--- config.mk ---
export PLATFORM = sky130hd
export DESIGN_NAME = anps_status_regs
export DESIGN_NICKNAME = d
export VERILOG_FILES = /design/src/logic/anps_pkg.sv /design/src/logic/anps_page_latch.sv /design/src/logic/anps_irq_bank.sv /design/src/logic/anps_status_regs.sv
export SDC_FILE = /design/constraint.sdc
export NUM_CORES = 1
export LEC_CHECK = 0
export BUFFER_PORTS_ARGS = -buffer_cell sky130_fd_sc_hd__buf_2
export CORE_AREA = 2 2 66 93
export DETAILED_ROUTE_END_ITERATION = 6
export DIE_AREA = 0 0 68 95
export GPL_TIMING_DRIVEN = 0
export PLACE_DENSITY = 0.75
export SLEW_MARGIN = 0
export SYNTH_ARGS = -nofsm -noshare
export SYNTH_HDL_FRONTEND = slang
export SYNTH_SLANG_ARGS = --single-unit
--- constraint.sdc ---
create_clock -name pclk -period 1.6 [get_ports pclk]
set_input_delay 0.16 -clock pclk [delete_from_list [all_inputs] [get_ports pclk]]
set_output_delay 0.16 -clock pclk [all_outputs]
set_load 0.03 [all_outputs]
--- src/logic/anps_pkg.sv ---
package anps_pkg;

	// ==================================================
	// register map: index, byte address is index * 4
	// ==================================================
	localparam int ANPS_AW = 10;
	localparam logic [7:0] ANPS_LPBA_IDX = 8'h05;
	localparam logic [7:0] ANPS_EXP_IDX = 8'h06;
	localparam logic [7:0] ANPS_IRQ_STAT_IDX = 8'h10;
	localparam logic [7:0] ANPS_IRQ_MASK_IDX = 8'h11;
	localparam logic [7:0] ANPS_CTRL_IDX = 8'h12;

	// ==================================================
	// partner ability field positions
	// ==================================================
	localparam int ANPS_NP_BIT = 15;
	localparam int ANPS_ACK_BIT = 14;
	localparam int ANPS_RF_BIT = 13;
	localparam int ANPS_RSVD_BIT = 12;
	localparam int ANPS_ASYM_BIT = 11;
	localparam int ANPS_PAUSE_BIT = 10;
	localparam int ANPS_TECH_HI = 9;
	localparam int ANPS_TECH_LO = 5;
	localparam int ANPS_SEL_HI = 4;

	// ==================================================
	// expansion status field positions
	// ==================================================
	localparam int ANPS_PDF_BIT = 4;
	localparam int ANPS_LP_NP_BIT = 3;
	localparam int ANPS_LOC_NP_BIT = 2;
	localparam int ANPS_PAGE_BIT = 1;
	localparam int ANPS_LP_AN_BIT = 0;

	// ==================================================
	// control, interrupt layout and reset values
	// ==================================================
	localparam int ANPS_CTRL_NP_OVR_BIT = 0;
	localparam int ANPS_NEVT = 3;
	localparam int ANPS_EVT_PAGE = 0;
	localparam int ANPS_EVT_PDF = 1;
	localparam int ANPS_EVT_NP = 2;
	localparam logic [15:0] ANPS_LPBA_RST = 16'h0000;
	localparam logic [15:0] ANPS_RSVD_MASK = 16'hefff;
	localparam logic ANPS_LOC_NP_VAL = 1'b1;
	localparam logic ANPS_CTRL_RST = 1'b0;
	localparam logic [2:0] ANPS_IRQ_RST = 3'h0;

	// words from the negotiation state machine, same clock
	typedef struct packed {
		logic base_valid;
		logic [15:0] base_word;
		logic np_valid;
		logic [15:0] np_word;
		logic an_done;
		logic pd_fault;
	} anps_an_evt_t;

endpackage

--- src/logic/anps_page_latch.sv ---
`timescale 1ns/1ps
`default_nettype none
module anps_page_latch (
	// clock and reset
	input wire logic pclk,
	input wire logic presetn,
	// page words
	input wire anps_pkg::anps_an_evt_t an_evt,
	input wire logic np_ovr_en,
	// captured state
	output logic [15:0] ability_r,
	output logic lp_next_page_r,
	output logic lp_autoneg_r,
	output logic np_take
);
	import anps_pkg::*;

	logic [15:0] ability_nxt;

	// next page may replace the base page only after a completed negotiation
	assign np_take = an_evt.np_valid & an_evt.an_done & np_ovr_en & lp_next_page_r & ~an_evt.base_valid;
	// bit n of the word lands in bit n; the reserved bit is forced low
	assign ability_nxt = an_evt.base_valid ? (an_evt.base_word & ANPS_RSVD_MASK) :
		np_take ? (an_evt.np_word & ANPS_RSVD_MASK) : ability_r;

	always_ff @(posedge pclk or negedge presetn) begin
		if (!presetn) begin
			ability_r <= ANPS_LPBA_RST;
			lp_next_page_r <= 1'b0;
			lp_autoneg_r <= 1'b0;
		end else begin
			ability_r <= ability_nxt;
			if (an_evt.base_valid) begin
				lp_next_page_r <= an_evt.base_word[ANPS_NP_BIT];
				lp_autoneg_r <= 1'b1;
			end
		end
	end
endmodule
`default_nettype wire

--- src/logic/anps_irq_bank.sv ---
`timescale 1ns/1ps
`default_nettype none
module anps_irq_bank (
	// clock and reset
	input wire logic pclk,
	input wire logic presetn,
	// events and software access
	input wire logic [anps_pkg::ANPS_NEVT-1:0] evt,
	input wire logic [anps_pkg::ANPS_NEVT-1:0] w1c,
	input wire logic mask_we,
	input wire logic [anps_pkg::ANPS_NEVT-1:0] mask_wdata,
	// state
	output logic [anps_pkg::ANPS_NEVT-1:0] status_r,
	output logic [anps_pkg::ANPS_NEVT-1:0] mask_r,
	output logic irq_r
);
	import anps_pkg::*;

	logic [ANPS_NEVT-1:0] status_nxt;

	genvar i;
	generate
		for (i = 0; i < ANPS_NEVT; i++) begin : g_bit
			// a new event wins over a clear in the same cycle
			assign status_nxt[i] = evt[i] | (status_r[i] & ~w1c[i]);
		end
	endgenerate

	always_ff @(posedge pclk or negedge presetn) begin
		if (!presetn) begin
			status_r <= ANPS_IRQ_RST;
			mask_r <= ANPS_IRQ_RST;
			irq_r <= 1'b0;
		end else begin
			status_r <= status_nxt;
			if (mask_we) begin
				mask_r <= mask_wdata;
			end
			irq_r <= |(status_nxt & (mask_we ? mask_wdata : mask_r));
		end
	end
endmodule
`default_nettype wire

--- src/logic/anps_status_regs.sv ---
// Function
// - read-only register holds abilities from the partner's received base page
// - after completed negotiation a next page may overwrite the partner abilities
// - bit 15 shows the partner's next page request, resets to zero
// - bit 14 shows partner acknowledge, taken from incoming link pulse bursts
// - bit 13 shows partner remote fault
// - bit 12 is reserved and always reads zero
// - bit 11 shows partner asymmetric pause support
// - bit 10 shows partner symmetric pause support
// - bits 9 to 5 show partner technology abilities, one when supported
// - bits 4 to 0 hold partner protocol selector, reset zero
// - expansion bits 15 to 5 ignore writes and read zero
// - expansion bit 4 shows a parallel detection fault, resets zero
// - expansion bit 3 shows partner next page ability
// - expansion bit 2 is constant one, local next page ability
// - expansion bit 1 sets on page received, cleared by reading
// - expansion bit 0 shows partner auto-negotiation ability
//
// Local design decision: the APB interface to the registers.
`timescale 1ns/1ps
`default_nettype none
module anps_status_regs (
	// clock and reset
	input wire logic pclk,
	input wire logic presetn,
	// apb slave
	input wire logic psel,
	input wire logic penable,
	input wire logic pwrite,
	input wire logic [anps_pkg::ANPS_AW-1:0] paddr,
	input wire logic [31:0] pwdata,
	output logic [31:0] prdata,
	output logic pready,
	output logic pslverr,
	// negotiation state machine
	input wire anps_pkg::anps_an_evt_t an_evt,
	// interrupt
	output logic irq
);
	import anps_pkg::*;

	// ==================================================
	// bus decode
	// ==================================================
	logic [7:0] idx;
	logic aligned;
	logic setup_ph;
	logic done;
	logic wr_done;
	logic rd_done;
	logic hit_lpba;
	logic hit_exp;
	logic hit_stat;
	logic hit_mask;
	logic hit_ctrl;
	logic mapped;

	assign idx = paddr[ANPS_AW-1:2];
	assign aligned = (paddr[1:0] == 2'h0);
	assign setup_ph = psel & ~penable;
	assign done = psel & penable & pready;
	assign wr_done = done & pwrite;
	assign rd_done = done & ~pwrite;
	assign hit_lpba = aligned & (idx == ANPS_LPBA_IDX);
	assign hit_exp = aligned & (idx == ANPS_EXP_IDX);
	assign hit_stat = aligned & (idx == ANPS_IRQ_STAT_IDX);
	assign hit_mask = aligned & (idx == ANPS_IRQ_MASK_IDX);
	assign hit_ctrl = aligned & (idx == ANPS_CTRL_IDX);
	assign mapped = hit_lpba | hit_exp | hit_stat | hit_mask | hit_ctrl;

	// ==================================================
	// partner page capture
	// ==================================================
	logic [15:0] ability_r;
	logic lp_next_page_r;
	logic lp_autoneg_r;
	logic np_take;
	logic np_ovr_r;

	anps_page_latch u_latch (
		.pclk(pclk),
		.presetn(presetn),
		.an_evt(an_evt),
		.np_ovr_en(np_ovr_r),
		.ability_r(ability_r),
		.lp_next_page_r(lp_next_page_r),
		.lp_autoneg_r(lp_autoneg_r),
		.np_take(np_take)
	);

	// ==================================================
	// expansion status
	// ==================================================
	logic page_rx_r;
	logic page_rx_nxt;
	logic page_set;
	logic page_clr;
	logic pd_fault_r;
	logic [15:0] exp_word;

	// a page accepted also raises the flag, which reads high from the next cycle
	assign page_set = an_evt.base_valid | np_take;
	// only a flag value the reader actually saw is cleared
	assign page_clr = rd_done & hit_exp & prdata[ANPS_PAGE_BIT];
	assign page_rx_nxt = page_set | (page_rx_r & ~page_clr);

	always_comb begin
		exp_word = 16'h0000;
		exp_word[ANPS_PDF_BIT] = pd_fault_r;
		exp_word[ANPS_LP_NP_BIT] = lp_next_page_r;
		exp_word[ANPS_LOC_NP_BIT] = ANPS_LOC_NP_VAL;
		exp_word[ANPS_PAGE_BIT] = page_rx_r;
		exp_word[ANPS_LP_AN_BIT] = lp_autoneg_r;
	end

	always_ff @(posedge pclk or negedge presetn) begin
		if (!presetn) begin
			page_rx_r <= 1'b0;
			pd_fault_r <= 1'b0;
		end else begin
			page_rx_r <= page_rx_nxt;
			pd_fault_r <= an_evt.pd_fault;
		end
	end

	// ==================================================
	// interrupts and control
	// ==================================================
	logic [ANPS_NEVT-1:0] evt;
	logic [ANPS_NEVT-1:0] w1c;
	logic [ANPS_NEVT-1:0] irq_stat;
	logic [ANPS_NEVT-1:0] irq_mask;
	logic irq_r;

	assign evt[ANPS_EVT_PAGE] = page_set;
	assign evt[ANPS_EVT_PDF] = an_evt.pd_fault & ~pd_fault_r;
	assign evt[ANPS_EVT_NP] = np_take;
	assign w1c = (wr_done & hit_stat) ? pwdata[ANPS_NEVT-1:0] : {ANPS_NEVT{1'b0}};

	anps_irq_bank u_irq (
		.pclk(pclk),
		.presetn(presetn),
		.evt(evt),
		.w1c(w1c),
		.mask_we(wr_done & hit_mask),
		.mask_wdata(pwdata[ANPS_NEVT-1:0]),
		.status_r(irq_stat),
		.mask_r(irq_mask),
		.irq_r(irq_r)
	);
	assign irq = irq_r;

	always_ff @(posedge pclk or negedge presetn) begin
		if (!presetn) begin
			np_ovr_r <= ANPS_CTRL_RST;
		end else if (wr_done & hit_ctrl) begin
			np_ovr_r <= pwdata[ANPS_CTRL_NP_OVR_BIT];
		end
	end

	// ==================================================
	// read mux and bus answer
	// ==================================================
	logic [31:0] rd_mux;
	logic [31:0] prdata_r;
	logic pready_r;
	logic pslverr_r;

	assign rd_mux = hit_lpba ? {16'h0000, ability_r} :
		hit_exp ? {16'h0000, exp_word} :
		hit_stat ? {{(32-ANPS_NEVT){1'b0}}, irq_stat} :
		hit_mask ? {{(32-ANPS_NEVT){1'b0}}, irq_mask} :
		hit_ctrl ? {31'h00000000, np_ovr_r} : 32'h00000000;

	// answer is prepared in the setup cycle so every access waits none
	always_ff @(posedge pclk or negedge presetn) begin
		if (!presetn) begin
			prdata_r <= 32'h00000000;
			pready_r <= 1'b0;
			pslverr_r <= 1'b0;
		end else begin
			pready_r <= setup_ph;
			if (setup_ph) begin
				prdata_r <= pwrite ? 32'h00000000 : rd_mux;
				pslverr_r <= ~mapped;
			end
		end
	end
	assign prdata = prdata_r;
	assign pready = pready_r;
	assign pslverr = pslverr_r;

	// a read answer carries what was latched in the setup cycle
	logic lpba_rd_ans;
	logic exp_rd_ans;
	assign lpba_rd_ans = psel & penable & pready & ~pwrite & hit_lpba;
	assign exp_rd_ans = psel & penable & pready & ~pwrite & hit_exp;
endmodule
`default_nettype wire

Yosys cells after proc, flatten, opt, wreduce, memory -nomap -nowiden
Index checks and enable logic that the tools add are counted.

word-level totals
  flip-flop bits (word level) = 62
  bits in read-only memories = 0
  bits in latches = 0
  memories kept = 0
  memory bits (writable) = 0

cells by class
  shifts and indexed selects = 0
  order comparisons = 0
  $mul = 0
  eq/ne operators = 5
  multiplexer cells = 10
  divide/modulo/power cells = 0
  reductions and logical operators = 3
  bitwise operators = 43
  add/sub/neg operators = 0

operators by type and width
  operator            count
  $mux 16             4
  $and 1x1->1         24
  $eq 8x5->1 const B  3
  $eq 8x3->1 const B  2
  $mux 3              4
  $not 1->1           9
  $or 1x1->1          9
  $mux 5              1
  $and 3x3->3         1
  $reduce_or 3->1     1
  $logic_not 2->1     1
  $reduce_bool 2->1   1
  $mux 1              1

Logic depth before layout (Yosys ltp)
Gate-level depths: netlist of run 1.

  depth after elaboration = 10
  mapped depth = 6
  gate-level depth less buffers = 5

Cells and area by module
Synthesis of run 1 repeated with hierarchy kept, for this count alone.

second synthesis, totals
  cell total of the unflattened synthesis = 199
  area total of the unflattened synthesis = 2,367.3 um^2

modules (own cells, without submodules)
  module            cells each  times used  seq. area each (um^2)  area each (um^2)
  anps_status_regs  121         1           525.5                  1,203.7
  anps_page_latch   60          1           425.4                  898.4
  anps_irq_bank     18          1           175.2                  265.3

Least setup slack after synthesis of run 1
OpenSTA, ideal clock, no wires.

  path kind = flip-flop to flip-flop
  from = register pready_r (netlist: pready)
  to = register u_irq.irq_r
  required time = 1.474 ns
  setup slack = -0.116 ns
  arrival time = 1.590 ns
  cell stages (with the launch flop) = 6
  path through = dfrtp_1 > and4_1 > and4_1 > nand2_1 > a211o_1 > a221o_1

on the way
  cells in the longest elaborated chain, start to end = 9
  elaborated cells between the ends (all ways) = 17
  classes of those cells = 2 x mux; 14 x bitwise; 1 x reduce/logical

RTL lines
  element                        RTL line                 text
  start: declaration             anps_status_regs.sv:166  logic pready_r;
  start signal: assignment       anps_status_regs.sv:182  pready_r <= setup_ph;
  $and 1x1->1                    -
  $and 1x1->1                    anps_status_regs.sv:62   assign wr_done = done & pwrite;
  $and 1x1->1                    anps_status_regs.sv:138  assign w1c = (wr_done & hit_stat) ? pwdata[ANPS_NEVT-1:0] : {ANPS_NEVT{1'b0}};
  $mux 3                         anps_status_regs.sv:138
  $not 1->1                      anps_irq_bank.sv:25      assign status_nxt[i] = evt[i] | (status_r[i] & ~w1c[i]);
  $and 1x1->1                    anps_irq_bank.sv:25
  $or 1x1->1                     anps_irq_bank.sv:25
  named net u_irq.status_nxt[0]  anps_irq_bank.sv:19      logic [ANPS_NEVT-1:0] status_nxt;
  $and 3x3->3                    anps_irq_bank.sv:39      irq_r <= |(status_nxt & (mask_we ? mask_wdata : mask_r));
  $reduce_or 3->1                anps_irq_bank.sv:39
  end signal: assignment         anps_irq_bank.sv:39
  end: declaration               anps_irq_bank.sv:15      output logic irq_r

The timed path passes the listed nets, and every way through them passes these cells.
A chain may end at the register's enable or synchronous reset.

Worst setup path in the final report of run 1
  from = register pready_r (netlist: pready)
  to = register u_irq.irq_r

on the way
  cells in the longest elaborated chain, start to end = 9
  elaborated cells between the ends (all ways) = 17
  classes of those cells = 2 x mux; 14 x bitwise; 1 x reduce/logical

RTL lines
  element              RTL line
  $and 1x1->1 (*)      -
  $and 1x1->1 (*)      anps_status_regs.sv:62
  $and 1x1->1          anps_status_regs.sv:138
  $mux 3               anps_status_regs.sv:138
  $not 1->1            anps_irq_bank.sv:25
  $and 1x1->1          anps_irq_bank.sv:25
  $or 1x1->1           anps_irq_bank.sv:25
  $and 3x3->3 (*)      anps_irq_bank.sv:39
  $reduce_or 3->1 (*)  anps_irq_bank.sv:39

Mark *: on every way between the ends. The rest lies on a longest branch, timed or not.

==> results.txt, run 1 <==
Status = finished, violations left
Failing checks = setup timing
Mapped Avg Cell Area = 10.9 µm²
Mapped Area = 0.00223 mm²
Total track usage = 0.166
HPWL Detailed = 3870 µm
CP Capture Type = register
Crit-path max cell delay = 360 ps
Multiplexer share of the synthesized area = 0.101
Antenna-violating nets left = 0
Max cap viols = 0
Syn Inst Count = 205
Critical path class = reg2reg
Wire per inst = 13.7 µm
Worst Hold Class = in2async
Vias in the first global route = 1674
PD cells = 758 mW/mm²
Pin count of the biggest net entering global routing = 45
Compound-Gate Fraction of Synth Area = 0.141
Post-Synth Simple-Gate Area = 0.162
Placed Instance Area = 0.00271 mm²
Slowest stage cell, crit path = dfrtp_2
Reg2Reg Depth = 5
Crit start category = register
Fillers = 560
Area Growth Syn to Fin = 27.7%
Core ar. = 0.00570 mm²
Max-slew violation count = 0
EDFF count, synth = 0
RSZ-0062 raised after global routing = true
CTS sink cnt = 44
Slew headroom = 0.347
Initial core utilization = 0.391
Synth Area in Adders = 0
Critical Path RT = 1770 ps
Num CTS Buffers = 5
Die H = 95 µm
GPL Wtd Cong = 0.822
Ys Warns = 0
CP bufs+invs = 0
Final wirelength = 5090 µm
Crit path max fanout = 3
Worst Skew = 11.1 ps
Kind of cell adding the most delay to the critical path = simple AND/OR/NAND/NOR gates
Worst setup margin = -7.25 ps
IO Port Bufs = 67
Post-synthesis register bit count = 44
CTS Buffer Depth = 2
CTS tree = built
Crit-path cells = and4_4 -> nand4_1 -> mux2_2 -> o21a_1 -> a221o_1
Period minus WS final = 1610 ps
Final hold slack = 18.7 ps
Layout cells sized above 1 = 0.382
Hold Fails Final Rpt = 0
Nets = 383
DRC Markers = 0
Chip width = 68 µm
Max VDD drop = 448 µV
Fmax = 622 MHz
Worst slew pin tran = 979 ps
Final cycle utilization of the critical path = 1.00
Htree depth = 2
DIE AREA = 0.00646 mm²
Num ports = 118
Via total after detailed routing = 1799
Critical Path AT = 1780 ps
Setup violations, final = 1
Row count = 33
Overflow after GRT = 0
First-pass GRT wire length = 7900 µm
R2R Path Start = pready$_DFF_PN0_
Number of DRC markers in iteration 0 = 73
Most frequent cells in the layout = 66 x buf_2, 43 x dfrtp_1, 28 x nand2_1
Clk root buf = clkbuf_8
R2R setup slack = -7 ps
Post-synth cell types = 39
Xor/xnor cell area share of the yosys netlist = 0
Worst skew pair latency = 290 ps
Share of flip-flops with an asynchronous set or reset = 1.00
Clock Pin Slew Worst Setup and Hold Paths = 80 ps
Leak Pwr = 1.45 nW
Post-route cell area = 0.00284 mm²
Dominant synthesized flop cell = dfrtp_1
Routed vias/inst = 4.85
Largest family of logic cells by synthesized area = simple AND/OR/NAND/NOR gates
Reg-to-reg endpoint = u_irq.irq_r$_DFF_PN0_
Antenna diode instance count = 0
DRT Pass-1 Iters = 4
Antenna violations before repair = 0
Sequential share of the synthesized area = 0.495
Most common cell after layout, fill and taps aside = buf_2
==> synthesized netlist by cell type, drive strengths merged (2+ instances only) <==
| cell | instances | area, µm² |
|---|---|---|
| o21ai | 20 | 100 |
| a32oi | 2 | 17.5 |
| or2 | 2 | 12.5 |
| nor4b | 2 | 32.5 |
| mux2 | 4 | 45.0 |
| nand2 | 28 | 105 |
| mux2i | 18 | 180 |
| inv | 3 | 11.3 |
| and4 | 3 | 26.3 |
| nor2 | 4 | 15.0 |
| a21oi | 4 | 20.0 |
| nand4 | 3 | 18.8 |
| o22ai | 2 | 12.5 |
| buf | 23 | 191 |
| or2b | 2 | 20.0 |
| nor2b | 3 | 18.8 |
| nand2b | 3 | 18.8 |
| clkbuf | 5 | 18.8 |
| a22o | 11 | 96.3 |
| dfrtp | 44 | 1100 |
| nand3 | 3 | 15.0 |
| nor4 | 2 | 27.5 |
| a211o | 2 | 17.5 |
==> layout make-up <==
class / count / area [µm²] / share of cell area
buffer: 28 / 210 / 0.0739
clock buffer: 7 / 76.3 / 0.0268
clock inverter: 1 / 5.00 / 0.00176
inverter: 3 / 11.3 / 0.00396
multi-input combinational: 146 / 968 / 0.341
sequential: 44 / 1100 / 0.388
tap: 70 / 87.6 / 0.0308
timing repair buffer: 72 / 382 / 0.134
==> per-layer routing <==
metal / track usage / wire [µm]
met5: 0 / 0
met4: 0.0550 / 74
met3: 0.0322 / 303
met2: 0.278 / 2600
met1: 0.211 / 2100
==> worst register-to-register path: stages, from the launching register on <==
cell and delay (ps):
dfrtp_2 360, and4_4 220, nand4_1 180, mux2_2 350, o21a_1 110, a221o_1 270
==> registers in the layout, summed over array words and instances, names as in the netlist <==
name	count
u_latch.lp_autoneg_r	1
u_irq.irq_r	1
u_latch.ability_r	15
page_rx_r	1
pd_fault_r	1
pslverr	1
pready	1
u_latch.lp_next_page_r	1
u_irq.mask_r	3
u_irq.status_r	3
np_ovr_r	1
prdata	15
==> worst max-delay path by stage <==
stage / startpoint / to / slack, ps / cells after the start
floorplan: paddr[5] / page_rx_r$_DFF_PN0_ / -60 / 5
global placement: paddr[5] / page_rx_r$_DFF_PN0_ / -320 / 6
detailed placement: paddr[5] / page_rx_r$_DFF_PN0_ / -340 / 6
CTS: pready$_DFF_PN0_ / u_irq.irq_r$_DFF_PN0_ / -20 / 5
global route: pready$_DFF_PN0_ / u_irq.irq_r$_DFF_PN0_ / -90 / 5
finish: pready$_DFF_PN0_ / u_irq.irq_r$_DFF_PN0_ / -7 / 5
==> logic make-up after synthesis <==
logic type	count (synthesis)
compound gates	47
buf+inv	31
flops	44
mux	22
other cells	1
simple gates	60
==> through the flow <==
stage / power [mW] / TNS [ps] / std cells / setup slack (ps) / util
global placement: 1.51 / -3310 / 358 / -316 / 0.476
detailed placement: 1.52 / -3480 / 358 / -335 / 0.476
CTS: 2.19 / -15.2 / 369 / -15.2 / 0.495
finish: 2.16 / -7.25 / 371 / -7.25 / 0.499
floorplan: 1.39 / -106 / 221 / -61.3 / -
global route: 2.28 / -91.5 / 371 / -85.6 / 0.499
==> power by group <==
group	leakage [nW]	switching, mW	internal [mW]
registers	0.558	0.0261	1.15
logic	0.853	0.189	0.132
clock network	0.0422	0.349	0.307
total	1.45	0.564	1.59
==> repair_timing <==
action	in CTS	in global routing
hold buffers	1	0
resized for setup	2	1
gates cloned	0	0
pin swaps	5	0
hold endpoints to repair	1	0
endpoints found under the setup margin	2	12
buffers inserted	2	2
Note: power is estimated with default switching activity, not from simulation.
==> run 2, diff against run 1 <==
--- a/config.mk
+++ b/config.mk
@@ -6,11 +6,12 @@
 export NUM_CORES = 1
 export LEC_CHECK = 0
 export BUFFER_PORTS_ARGS = -buffer_cell sky130_fd_sc_hd__buf_2
-export CORE_AREA = 2 2 66 93
+export CORE_AREA = 2 2 61 86
 export DETAILED_ROUTE_END_ITERATION = 6
-export DIE_AREA = 0 0 68 95
+export DIE_AREA = 0 0 63 88
 export GPL_TIMING_DRIVEN = 0
-export PLACE_DENSITY = 0.75
+export PLACE_DENSITY = 0.82
+export REMOVE_ABC_BUFFERS = 1
 export SLEW_MARGIN = 0
 export SYNTH_ARGS = -nofsm -noshare
 export SYNTH_HDL_FRONTEND = slang
==> constraint.sdc (replaced) <==
create_clock -name pclk -period 2 [get_ports pclk]
set_input_delay 0.2 -clock pclk [delete_from_list [all_inputs] [get_ports pclk]]
set_output_delay 0.2 -clock pclk [all_outputs]
set_load 0.03 [all_outputs]
==> results.txt, run 2 (synthesis gave the netlist of run 1 again) <==
Crit start category = primary input
Routed vias/inst = 5.15
DRT Pass-1 Iters = 4
Die H = 88 µm
Hold_buf cts = 0
R2R setup slack = 260 ps
Pin count of the biggest net entering global routing = 45
Fmax = 548 MHz
Htree depth = 2
Reg-to-reg endpoint = u_irq.irq_r$_DFF_PN0_
Total track usage = 0.176
DIE AREA = 0.00554 mm²
Clock power share = 0.327
GRT busiest layer = met2
Post-CTS resize count = 0
Most frequent cells in the layout = 69 x buf_2, 44 x dfrtp_1, 28 x nand2_1
GRT met2 Usage = 0.307
CTS tree = built
Worst hold start = an_evt[0]
Placed Instance Area = 0.00250 mm²
CTS sink cnt = 44
Max cap viols = 0
Post-route cell area = 0.00259 mm²
Num CTS Buffers = 5
Crit-path max cell delay = 680 ps
Crit path max fanout = 12
Leak Pwr = 1.31 nW
Kind of cell adding the most delay to the critical path = simple AND/OR/NAND/NOR gates
Slew headroom = 0.359
CP Capture Type = register
Worst Skew = 5.60 ps
Setup violations, final = 0
Met3 Track Usage GR = 0.0411
CTS Buffer Depth = 2
TNS Setup = 0 ps
Final wirelength = 4600 µm
PD cells = 662 mW/mm²
Number of DRC markers in iteration 0 = 60
Antenna-violating nets left = 0
Antenna diode instance count = 0
Max VDD drop = 385 µV
Hold Fails Final Rpt = 0
Post-Place Worst Slack = -157 ps
Post-CTS setup repair buffer count = 0
IO Port Bufs = 69
Hold Path End = pd_fault_r$_DFF_PN0_
Via total after detailed routing = 1720
GPL Wtd Cong = 0.871
Row count = 30
Critical Path AT = 2050 ps
Wire per inst = 13.8 µm
Critical path class = in2reg
Critical Path RT = 2220 ps
Max-slew violation count = 0
FF+latch area = 0.00110 mm²
Period minus WS final = 1820 ps
Antenna violations before repair = 0
Switching Power = 0.448 mW
Status = finished clean
Met1 GRT Util = 0.212
Worst setup margin = 176 ps
RSZ-0062 raised after global routing = false
Multi-input logic area = 963 µm²
CP bufs+invs = 1
Worst skew pair latency = 290 ps
Slowest stage cell, crit path = nor4b_4
Initial core utilization = 0.467
Reg2Reg Depth = 3
R2R Path Start = np_ovr_r$_DFFE_PN0P_
Core ar. = 0.00477 mm²
Area Growth Syn to Fin = 16.5%
Fillers = 460
Sequential Power Share = 0.548
Most common cell after layout, fill and taps aside = buf_2
DRC Markers = 0
Hold depth = 1
Logic pwr share = 0.125
Overflow after GRT = 0
Num ports = 118
Layout cells sized above 1 = 0.330
Worst Hold Class = in2reg
HPWL Detailed = 3430 µm
Switch share = 0.261
First-pass GRT wire length = 7560 µm
Power Total = 1.72 mW
Chip width = 63 µm
Crit-path cells = buf_2 -> or4_4 -> nor4_4 -> nor4b_4 -> a22o_1
Clock Pin Slew Worst Setup and Hold Paths = 80 ps
Final cycle utilization of the critical path = 0.912
Vias in the first global route = 1693
Clk root buf = clkbuf_8
P_int = 1.27 mW
Nets = 352
Worst slew pin tran = 962 ps
-- run 2: changes by cell type in the layout (fill, tap and decap cells not counted), moves of 2 or more --
cell,previous run,this run
and4_1,1,3
and4_4,2,0
buf_6,6,0
clkbuf_1,7,0
buf_4,22,0
buf_2,66,69
-- run 2: metrics by stage --
stage                     cells  hold WS, ps   util
after detailed placement    326          331  0.525
after CTS                   334         26.2  0.544
final                       334         32.7  0.544
after global placement      326          329  0.525
after floorplan             193        -95.6      -
after global routing        334         19.3  0.544
-- run 2: worst register-to-register path: stages (launching register included) --
cell	delay, ps
dfrtp_1	440
and4_1	480
a211o_1	410
a221o_1	300
-- run 2: worst max-delay path by stage --
stage	endpoint	startpoint	cells after the start	slack, ps
finish	prdata[7]$_DFFE_PN0P_	paddr[5]	5	180
global route	prdata[3]$_DFFE_PN0P_	paddr[5]	6	40
CTS	prdata[7]$_DFFE_PN0P_	paddr[5]	5	150
detailed placement	prdata[4]$_DFFE_PN0P_	paddr[5]	6	-160
global placement	prdata[14]$_DFFE_PN0P_	paddr[5]	5	-90
floorplan	u_irq.irq_r$_DFF_PN0_	pready$_DFF_PN0_	5	280
-- run 2: layer usage --
metal	vias to the layer above	wire length, µm
met5	-	0
met4	0	97
met3	9	341
met2	84	2220
met1	802	1940
li1	825	-
-- run 2: layout make-up --
type	instances	share of cell area
repair buffers	69	0.133
clock buffers	6	0.0318
flip-flops and latches	44	0.425
clock inverters	2	0.00386
well taps	64	0.0309
multi-input cells	146	0.371
inverters	3	0.00434
-- run 2: power by group through the flow --
| stage | clock network (mW) | registers, mW | logic (mW) |
|---|---|---|---|
| after floorplan | 0 | 0.961 | 0.106 |
| after global placement | 0 | 0.959 | 0.212 |
| after detailed placement | 0 | 0.960 | 0.216 |
| after CTS | 0.581 | 0.942 | 0.217 |
| final | 0.561 | 0.942 | 0.215 |
| after global routing | 0.618 | 0.946 | 0.241 |
